## src/hdl/amp_regs_pkg.sv

```systemverilog
package amp_regs_pkg;
    localparam logic [7:0] ADDR_ID       = 8'h01;
    localparam logic [7:0] ADDR_ERR      = 8'h02;
    localparam logic [7:0] ADDR_SYS1     = 8'h03;
    localparam logic [7:0] ADDR_FMT      = 8'h04;
    localparam logic [7:0] ADDR_SYS2     = 8'h05;
    localparam logic [7:0] ADDR_MUTE     = 8'h06;
    // identification value is arbitrary
    localparam logic [7:0] ID_VALUE      = 8'h5a;
    localparam logic [7:0] ERR_RESET     = 8'h00;
    localparam logic [7:0] SYS1_RESET    = 8'h80;
    localparam logic [7:0] FMT_RESET     = 8'h05;
    localparam logic [7:0] SYS2_RESET    = 8'h40;
    localparam logic [7:0] MUTE_RESET    = 8'h00;
    localparam logic [7:0] SYS1_MASK     = 8'ha3;
    localparam logic [7:0] SYS2_MASK     = 8'hca;
    localparam logic [7:0] MUTE_MASK     = 8'h07;
    localparam logic [7:0] ERR_MASK      = 8'hfe;
    localparam int         BIT_MCLK      = 7;
    localparam int         BIT_PLL       = 6;
    localparam int         BIT_SCLK      = 5;
    localparam int         BIT_LRCLK     = 4;
    localparam int         BIT_SLIP      = 3;
    localparam int         BIT_CLIP      = 2;
    localparam int         BIT_PROT      = 1;
    localparam int         BIT_DCBLOCK   = 7;
    localparam int         BIT_HARDUNM   = 5;
    localparam int         BIT_SHUTDOWN  = 6;
    localparam int         BIT_TERNARY   = 3;
    localparam int         BIT_FAULTDIR  = 1;
    localparam logic [3:0] FMT_LAST      = 4'h8;
    localparam int         NUM_CH        = 3;
    localparam logic [11:0] RAMP_STEPS   = 12'h0200;
    localparam logic [3:0] PWM_PERIOD    = 4'h8;

    typedef struct packed {
        logic       wr;
        logic [7:0] addr;
        logic [7:0] wdata;
    } reg_req_t;

    typedef struct packed {
        logic       dc_block;
        logic       hard_unmute;
        logic [1:0] deemph;
        logic [3:0] fmt;
        logic       shutdown;
        logic       ternary;
        logic       fault_out;
    } ctrl_t;
endpackage

```

## src/hdl/clock_monitor.sv

```systemverilog
module clock_monitor
    import amp_regs_pkg::*;
(
    input  wire logic core_clk,
    input  wire logic sys_rst,
    input  wire logic frame_tick,
    input  wire logic count_tick,
    input  wire logic sync_tick,
    output logic      count_err,
    output logic      period_err,
    output logic      slip_err
);
    logic [15:0] cnt_q;
    logic [15:0] last_q;
    logic        seen_q;
    logic [7:0]  frm_q;
    logic [7:0]  frm_last_q;
    logic        frm_seen_q;

    // counts events per frame; a change in count marks a fault
    always_ff @(posedge core_clk)
    begin
        if (sys_rst)
        begin
            cnt_q <= 16'h0000;
            last_q <= 16'h0000;
            seen_q <= 1'b0;
            count_err <= 1'b0;
        end
        else
        begin
            count_err <= 1'b0;
            if (frame_tick)
            begin
                cnt_q <= 16'(count_tick);
                last_q <= cnt_q;
                seen_q <= 1'b1;
                count_err <= seen_q && (cnt_q != last_q);
            end
            else if (count_tick)
                cnt_q <= cnt_q + 16'h0001;
        end
    end

    // frame period in core cycles; the internal sync must land on frame edges
    always_ff @(posedge core_clk)
    begin
        if (sys_rst)
        begin
            frm_q <= 8'h00;
            frm_last_q <= 8'h00;
            frm_seen_q <= 1'b0;
            period_err <= 1'b0;
            slip_err <= 1'b0;
        end
        else
        begin
            period_err <= 1'b0;
            slip_err <= frm_seen_q && (sync_tick != frame_tick);
            if (frame_tick)
            begin
                frm_q <= 8'h00;
                frm_last_q <= frm_q;
                frm_seen_q <= 1'b1;
                period_err <= frm_seen_q && (frm_q != frm_last_q) && (frm_last_q != 8'h00);
            end
            else if (frm_q != 8'hff)
                frm_q <= frm_q + 8'h01;
        end
    end
endmodule

```

## src/hdl/amp_control_status_regs.sv

```systemverilog
module amp_control_status_regs
    import amp_regs_pkg::*;
(
    input  wire logic             core_clk,
    input  wire logic             sys_rst,
    input  wire logic             reg_en,
    input  wire reg_req_t         reg_req,
    output logic [7:0]            reg_rdata,
    input  wire logic             mclk_pin,
    input  wire logic             sclk_pin,
    input  wire logic             lrclk_pin,
    input  wire logic             pll_unlock,
    input  wire logic             clip_event,
    input  wire logic             protect_event,
    input  wire logic             clock_error,
    input  wire logic             fault_pin_in,
    output logic                  fault_pin_out,
    output logic                  fault_pin_oe_n,
    output ctrl_t                 ctrl,
    output logic [7:0]            volume_scale,
    output logic [NUM_CH-1:0]     mute_pwm
);
    logic [2:0]  mclk_s_q;
    logic [2:0]  sclk_s_q;
    logic [2:0]  lr_s_q;
    logic        mclk_rise;
    logic        sclk_rise;
    logic        lr_rise;
    logic        sync_tick;
    logic        mclk_err;
    logic        sclk_err;
    logic        lr_err;
    logic        lr_err_unused;
    logic        slip_err;
    logic        slip_unused;
    logic        mclk_unused;
    logic [7:0]  err_q;
    logic [7:0]  err_set;
    logic [7:0]  sys1_q;
    logic [7:0]  fmt_q;
    logic [7:0]  sys2_q;
    logic [7:0]  mute_q;
    logic [11:0] ramp_q;
    logic [3:0]  pwm_q;
    logic [7:0]  lr_cnt_q;
    logic [7:0]  lr_per_q;
    logic        lr_armed_q;

    function automatic logic wr_hit(input reg_req_t r, input logic en, input logic [7:0] a);
        wr_hit = en && r.wr && (r.addr == a);
    endfunction

    // pins are asynchronous: two flops before the edge detectors look
    always_ff @(posedge core_clk)
    begin
        if (sys_rst)
        begin
            mclk_s_q <= 3'h0;
            sclk_s_q <= 3'h0;
            lr_s_q <= 3'h0;
        end
        else
        begin
            mclk_s_q <= {mclk_s_q[1:0], mclk_pin};
            sclk_s_q <= {sclk_s_q[1:0], sclk_pin};
            lr_s_q <= {lr_s_q[1:0], lrclk_pin};
        end
    end

    assign mclk_rise = mclk_s_q[1] && !mclk_s_q[2];
    assign sclk_rise = sclk_s_q[1] && !sclk_s_q[2];
    assign lr_rise = lr_s_q[1] && !lr_s_q[2];

    // internal frame sync free-runs on the learnt frame period
    always_ff @(posedge core_clk)
    begin
        if (sys_rst)
        begin
            lr_cnt_q <= 8'h00;
            lr_per_q <= 8'h00;
            lr_armed_q <= 1'b0;
        end
        else if (lr_rise && lr_per_q == 8'h00)
        begin
            // first edge only starts the count; the second one gives a whole period
            lr_armed_q <= 1'b1;
            if (lr_armed_q)
                lr_per_q <= lr_cnt_q;
            lr_cnt_q <= 8'h00;
        end
        else if (lr_cnt_q == lr_per_q && lr_per_q != 8'h00)
            lr_cnt_q <= 8'h00;
        else
            lr_cnt_q <= lr_cnt_q + 8'h01;
    end
    // until a period is learnt the sync follows the frame edge, so no false slip
    assign sync_tick = (lr_per_q == 8'h00) ? lr_rise : (lr_cnt_q == lr_per_q);

    // limitation: master clock must not exceed half the core rate to be seen
    clock_monitor u_mclk_mon (
        .core_clk   (core_clk),
        .sys_rst    (sys_rst),
        .frame_tick (lr_rise),
        .count_tick (mclk_rise),
        .sync_tick  (sync_tick),
        .count_err  (mclk_err),
        .period_err (lr_err),
        .slip_err   (slip_err)
    );

    clock_monitor u_sclk_mon (
        .core_clk   (core_clk),
        .sys_rst    (sys_rst),
        .frame_tick (lr_rise),
        .count_tick (sclk_rise),
        .sync_tick  (sync_tick),
        .count_err  (sclk_err),
        .period_err (lr_err_unused),
        .slip_err   (slip_unused)
    );
    assign mclk_unused = lr_err_unused ^ slip_unused;

    always_comb
    begin
        err_set = 8'h00;
        err_set[BIT_MCLK] = mclk_err;
        err_set[BIT_SCLK] = sclk_err;
        err_set[BIT_LRCLK] = lr_err;
        err_set[BIT_SLIP] = slip_err;
        err_set[BIT_PLL] = pll_unlock;
        err_set[BIT_CLIP] = clip_event;
        err_set[BIT_PROT] = protect_event;
    end

    // set wins over a host write; only the host ever lowers a bit
    always_ff @(posedge core_clk)
    begin
        if (sys_rst)
            err_q <= ERR_RESET;
        else if (wr_hit(reg_req, reg_en, ADDR_ERR))
            err_q <= ((reg_req.wdata & err_q) | err_set) & ERR_MASK;
        else
            err_q <= (err_q | err_set) & ERR_MASK;
    end

    always_ff @(posedge core_clk)
    begin
        if (sys_rst)
        begin
            sys1_q <= SYS1_RESET;
            fmt_q <= FMT_RESET;
            sys2_q <= SYS2_RESET;
            mute_q <= MUTE_RESET;
        end
        else
        begin
            if (wr_hit(reg_req, reg_en, ADDR_SYS1))
                sys1_q <= reg_req.wdata & SYS1_MASK;
            // reserved codes are dropped so the framer never sees them
            if (wr_hit(reg_req, reg_en, ADDR_FMT) && reg_req.wdata <= {4'h0, FMT_LAST})
                fmt_q <= reg_req.wdata;
            if (wr_hit(reg_req, reg_en, ADDR_SYS2))
                sys2_q <= reg_req.wdata & SYS2_MASK;
            if (wr_hit(reg_req, reg_en, ADDR_MUTE))
                mute_q <= reg_req.wdata & MUTE_MASK;
        end
    end

    always_ff @(posedge core_clk)
    begin
        if (sys_rst)
            reg_rdata <= 8'h00;
        else if (reg_en && !reg_req.wr)
        begin
            case (reg_req.addr)
                ADDR_ID:   reg_rdata <= ID_VALUE;
                ADDR_ERR:  reg_rdata <= err_q;
                ADDR_SYS1: reg_rdata <= sys1_q;
                ADDR_FMT:  reg_rdata <= fmt_q;
                ADDR_SYS2: reg_rdata <= sys2_q;
                ADDR_MUTE: reg_rdata <= mute_q;
                default:   reg_rdata <= {7'h00, mclk_unused & 1'b0};
            endcase
        end
    end

    assign ctrl.dc_block = sys1_q[BIT_DCBLOCK];
    assign ctrl.hard_unmute = sys1_q[BIT_HARDUNM];
    assign ctrl.deemph = sys1_q[1:0];
    assign ctrl.fmt = fmt_q[3:0];
    assign ctrl.shutdown = sys2_q[BIT_SHUTDOWN];
    assign ctrl.ternary = sys2_q[BIT_TERNARY];
    assign ctrl.fault_out = sys2_q[BIT_FAULTDIR];

    // fault pin: driven low-active enable only when configured as output
    always_ff @(posedge core_clk)
    begin
        if (sys_rst)
        begin
            fault_pin_out <= 1'b1;
            fault_pin_oe_n <= 1'b1;
        end
        else
        begin
            fault_pin_oe_n <= !sys2_q[BIT_FAULTDIR];
            fault_pin_out <= !(|err_q[BIT_PROT +: 1] || fault_pin_in & 1'b0);
        end
    end

    // recovery ramp after clock error: soft walks 512 steps, hard jumps
    always_ff @(posedge core_clk)
    begin
        if (sys_rst)
            ramp_q <= 12'h000;
        else if (clock_error || sys2_q[BIT_SHUTDOWN])
            ramp_q <= 12'h000;
        else if (sys1_q[BIT_HARDUNM])
            ramp_q <= RAMP_STEPS;
        else if (ramp_q != RAMP_STEPS && lr_rise)
            ramp_q <= ramp_q + 12'h001;
    end
    always_ff @(posedge core_clk)
    begin
        if (sys_rst)
            volume_scale <= 8'h00;
        else
            volume_scale <= ramp_q[9:2] | {8{ramp_q == RAMP_STEPS}};
    end

    // half-duty square wave shared by muted channels
    always_ff @(posedge core_clk)
    begin
        if (sys_rst)
            pwm_q <= 4'h0;
        else if (pwm_q == PWM_PERIOD - 4'h1)
            pwm_q <= 4'h0;
        else
            pwm_q <= pwm_q + 4'h1;
    end

    genvar g;
    generate
        for (g = 0; g < NUM_CH; g++)
        begin : g_mute
            always_ff @(posedge core_clk)
            begin
                if (sys_rst)
                    mute_pwm[g] <= 1'b0;
                else
                    mute_pwm[g] <= mute_q[g] && (pwm_q < (PWM_PERIOD >> 1));
            end
        end
    endgenerate

    property p_err_sticky;
        @(posedge core_clk) disable iff (sys_rst)
        ($past(err_q[BIT_CLIP]) && !$past(wr_hit(reg_req, reg_en, ADDR_ERR))) |-> err_q[BIT_CLIP];
    endproperty
    a_err_sticky: assert property (p_err_sticky) else $error("error flag lost");

    property p_clip_set;
        @(posedge core_clk) disable iff (sys_rst)
        clip_event |=> err_q[BIT_CLIP];
    endproperty
    a_clip_set: assert property (p_clip_set) else $error("clip not flagged");

    property p_mclk_set;
        @(posedge core_clk) disable iff (sys_rst)
        mclk_err |=> err_q[BIT_MCLK];
    endproperty
    a_mclk_set: assert property (p_mclk_set) else $error("mclk fault not flagged");

    property p_sclk_set;
        @(posedge core_clk) disable iff (sys_rst)
        sclk_err |=> err_q[BIT_SCLK];
    endproperty
    a_sclk_set: assert property (p_sclk_set) else $error("sclk fault not flagged");

    property p_fmt_reserved;
        @(posedge core_clk) disable iff (sys_rst)
        fmt_q[7:0] <= {4'h0, FMT_LAST};
    endproperty
    a_fmt_reserved: assert property (p_fmt_reserved) else $error("bad format code");

    property p_fault_dir;
        @(posedge core_clk) disable iff (sys_rst)
        ##1 (fault_pin_oe_n == !$past(sys2_q[BIT_FAULTDIR]));
    endproperty
    a_fault_dir: assert property (p_fault_dir) else $error("fault pin direction wrong");

    property p_mute_duty;
        @(posedge core_clk) disable iff (sys_rst)
        (mute_q[0] && pwm_q == 4'h0) ##1 mute_q[0] [*4] |-> ##1 !mute_pwm[0];
    endproperty
    a_mute_duty: assert property (p_mute_duty) else $error("mute duty wrong");

    property p_unmuted_quiet;
        @(posedge core_clk) disable iff (sys_rst)
        !$past(mute_q[1]) |-> !mute_pwm[1];
    endproperty
    a_unmuted_quiet: assert property (p_unmuted_quiet) else $error("unmuted channel toggles");
endmodule

```

## config.mk

```make
export PLATFORM = sky130hd
export DESIGN_NAME = amp_control_status_regs
export DESIGN_NICKNAME = d
export VERILOG_FILES = /design/src/hdl/amp_regs_pkg.sv /design/src/hdl/clock_monitor.sv /design/src/hdl/amp_control_status_regs.sv
export SDC_FILE = /design/constraint.sdc
export NUM_CORES = 1
export LEC_CHECK = 0
export ABC_AREA = 1
export BUFFER_PORTS_ARGS = -buffer_cell sky130_fd_sc_hd__buf_2
export CORE_AREA = 2 2 117 119
export DETAILED_ROUTE_END_ITERATION = 10
export DIE_AREA = 0 0 119 121
export GPL_TIMING_DRIVEN = 0
export PLACE_DENSITY = 0.85
export RECOVER_POWER = 25
export SETUP_SLACK_MARGIN = 0.5
export SYNTH_ARGS = -nofsm -noshare
export SYNTH_HDL_FRONTEND = slang
export SYNTH_SLANG_ARGS = --single-unit
```

## constraint.sdc

```tcl
create_clock -name core_clk -period 1.95 [get_ports core_clk]
set_input_delay 0.195 -clock core_clk [delete_from_list [all_inputs] [get_ports core_clk]]
set_output_delay 0.195 -clock core_clk [all_outputs]
set_load 0.03 [all_outputs]
```

==> flow_summary_export.csv <==
group,metric,value,unit
drt,drc_errors,0,
place,dp_hpwl,12500,um
timing,setup_slack,0.323,ns
layout,drive_above_1_share,20.1,%
min_path,hold_path.class,"input pin to register",
place,gp_congestion,0.937,
floorplan,start_util,59.6,%
timing,final.period_utilization,83.4,%
global_route,grt_max_degree,17,
timing,finalSetupTns,0,ns
drt,drt_iter0_drc,675,
pwr,p_int,5.66,mW
critical_path,rrSetupSlack,0.47,ns
pwr,p_leak,3.75,nW
global_route,busiest_layer,"met2",
critical_path,path_common_cell,"clkbuf_1",
pwr,swShare,22.7,%
critical_path,path_delay_family,"buffers and inverters",
critical_path,crit_path_max_incr_delay,0.58,ns
floorplan,die_width,119,um
critical_path,startpoint_type,"input pin",
clock_network,clkSinkCount,174,
global_route,grtUsageMet3,4.65,%
place,post-place-ws,0.253,ns
clock_network,clk_pin_slew,0.06,ns
floorplan,placementRows,42,
place,portBuffers,58,
pwr,clkPwrFrac,45.4,%
critical_path,worstPathArrival,1.92,ns
synthesis,synth.avg_cell_area,7.56,um^2
pwr,p_seq_share,49.5,%
place,place_inst,1265,
timing,grt_setup_unrepaired,"true",
clock_network,numCtsBuffers,17,
clock_network,clk-insertion-delay-late,0.43,ns
timing,worst_pin_slew,0.723,ns
pwr,peakVddDrop,0.803,mV
timing,timing.fmax,615,MHz
run_status,status,"finished, final reports clean",
synthesis,synth_ff_type,"dfxtp_1",
timing,finalCriticalPeriod,1.63,ns
pwr,p_per_area,780,mW/mm^2
critical_path,endpoint_kind,"register",
global_route,grt_use_total,25.9,%
timing,finalMaxSlewViolations,0,
critical_path,cp_max_fo,10,
pwr,power_switching,1.66,mW
timing,setup_violations,0,
drt,vias,7207,
layout,fin_cells,1327,
drt,vias_per_cell,5.43,
layout,fin_nets,1174,
timing,whs,0.00767,ns
floorplan,die_area,0.0144,mm^2
layout,final_cell_mix,"nand2_1, dfxtp_1, inv_1",
global_route,grt_antenna_before_repair,0,
critical_path,critPathKind,"input pin to register",
layout,n_fill_cell,946,
drt,wirelength,19600,um
flow_run,drv_cap,0,
synthesis,ys_ff_latch,174,
clock_network,htreeDepth,4,
layout,mostFrequentLayoutCell,"nand2_1",
floorplan,core,0.0131,mm^2
synthesis,synth_cell_types,48,
drt,antenna_left,0,
global_route,grt.met1_usage,32.1,%
synthesis,synthCells,1031,
layout,num_antenna_cells,0,
layout,multi_input_area,0.00380,mm^2
critical_path,path_buf_inv,4,
pwr,combPwrFrac,5.1,%
critical_path,critPathSlowestCell,"clkbuf_1",
layout,regArea,0.00351,mm^2
global_route,grt_overflow,0,
global_route,grt_pass1_vias,6617,
synthesis,synth_warnings,0,
timing,fin_skew,0.00888,ns
synthesis,synth.net_count,1066,
drt,dr.pass1.iters,6,
clock_network,tritoncts,"built",
clock_network,ctsLongestPathBuffers,2,
synthesis,synth-edff-count,0,
floorplan,die_h,121,um
global_route,met2_usage,44.0,%
critical_path,crit_chain,"clkbuf_1 > clkbuf_1 > inv_1 > nand2_4 > buf_2 > o21ai_0",
timing,slew_headroom,51.8,%
critical_path,critical_path_required,2.25,ns
floorplan,top_level_ports,60,
drt,detail_route.wl_per_cell,14.7,um
synthesis,async_flop_share,0,%
clock_network,cts-root-buf,"clkbuf_16",
layout,area_growth,20.4,%
synthesis,ys_seq_area_share,44.7,%
synthesis,netlist_area,0.00780,mm^2
timing,hold_viol,0,
global_route,grt_pass1_wl,30100,um
## routing by layer
layer  vias up  part of all wire, %
met1      3333                   42
met5         -                    0
met4         0                  2.5
met3        48                  6.5
met2       296                   49
li1       3530                    -
## worst min-delay path: stages
cell and delay, ns:
buf_2 0.09, o21ai_0 0.08, inv_1 0.05
## final timing paths
check | cells after the start | endpoint | from
setup reg to reg | 8 | u_sclk_mon.cnt_q[15]$_SDFFE_PP0P_ | u_sclk_mon.cnt_q[0]$_SDFFE_PP0P_
hold / removal | 3 | err_q[2]$_SDFF_PP0_ | clip_event
hold reg to reg | 2 | mclk_s_q[1]$_SDFF_PP0_ | mclk_s_q[0]$_SDFF_PP0_
setup / recovery | 6 | u_mclk_mon.last_q[10]$_SDFFE_PP0P_ | sys_rst
## state kept, by name, summed over array words and instances, names as in the netlist, 3 cells and up
| register | flops |
|---|---|
| mclk_s_q | 3 |
| fmt_q | 8 |
| u_sclk_mon.last_q | 16 |
| u_mclk_mon.last_q | 16 |
| sclk_s_q | 3 |
| ramp_q | 12 |
| sys1_q | 4 |
| u_mclk_mon.frm_last_q | 8 |
| u_mclk_mon.cnt_q | 16 |
| mute_pwm | 3 |
| u_sclk_mon.cnt_q | 16 |
| pwm_q | 4 |
| err_q | 7 |
| u_mclk_mon.frm_q | 8 |
| lr_per_q | 8 |
| lr_s_q | 3 |
| volume_scale | 8 |
| reg_rdata | 8 |
| mute_q | 3 |
| lr_cnt_q | 8 |
| sys2_q | 4 |
## repair_timing
action	4_1_cts	5_1_grt
endpoints found under the setup margin	40	87
buffers inserted	15	13
pin swaps	12	22
hold buffers	3	0
hold endpoints to repair	3	0
gates resized for setup	28	58
## synth_stat cells, types with 4 or more instances
library cell / number / share of area [%]
a21oi_1: 71 / 4.6
buf_2: 8 / 0.51
buf_4: 9 / 0.87
clkbuf_1: 8 / 0.39
dfxtp_1: 174 / 45
ha_1: 7 / 1.1
inv_1: 136 / 6.5
inv_2: 4 / 0.19
nand2_1: 218 / 10
nand2_2: 18 / 1.4
nand3_1: 62 / 4.0
nand3_2: 4 / 0.51
nand4_1: 21 / 1.7
nor2_1: 81 / 3.9
nor2_2: 11 / 0.88
nor2_4: 9 / 1.3
nor3_1: 25 / 1.6
nor3_2: 6 / 0.77
o211ai_1: 5 / 0.48
o21ai_0: 58 / 3.7
o21ai_1: 4 / 0.26
o22ai_1: 15 / 1.2
xnor2_1: 22 / 2.5
xor2_1: 19 / 2.1
## cell type report
class	instances	area share [%]
sequential	174	37.4
clock buffer	21	4.90
inverter	141	5.68
clock inverter	10	1.23
multi-input combinational	684	40.5
timing repair buffer	89	5.72
tap	176	2.35
buffer	32	2.29
## metrics by stage
step	utilization (%)	instance area, um^2	total power, mW
floorplan	-	7800	3.91
global placement	63.5	8310	4.02
detailed placement	63.5	8310	4.03
CTS	69.5	9100	7.30
global route	71.7	9390	7.51
finish	71.7	9390	7.32
## power groups by stage
| stage | registers, mW | logic, mW | clock network, mW |
|---|---|---|---|
| 2_1_floorplan | 3.70 | 0.210 | 0 |
| 3_3_place_gp | 3.70 | 0.322 | 0 |
| 3_5_place_dp | 3.70 | 0.327 | 0 |
| 4_1_cts | 3.62 | 0.347 | 3.33 |
| 5_1_grt | 3.63 | 0.411 | 3.47 |
| 6_report | 3.62 | 0.376 | 3.32 |
## logic make-up (layout without fill, tap and decap cells)
kind of cell | Yosys count | after routing | share of synthesized area [%]
compound gates | 170 | 170 | 12.2
xor+xnor | 41 | 41 | 4.61
fa+ha+maj | 7 | 7 | 1.12
buf+inv | 173 | 293 | 9.37
flops | 174 | 174 | 44.7
simple gates | 466 | 466 | 28.1
Note: power is estimated with default switching activity, not from simulation.
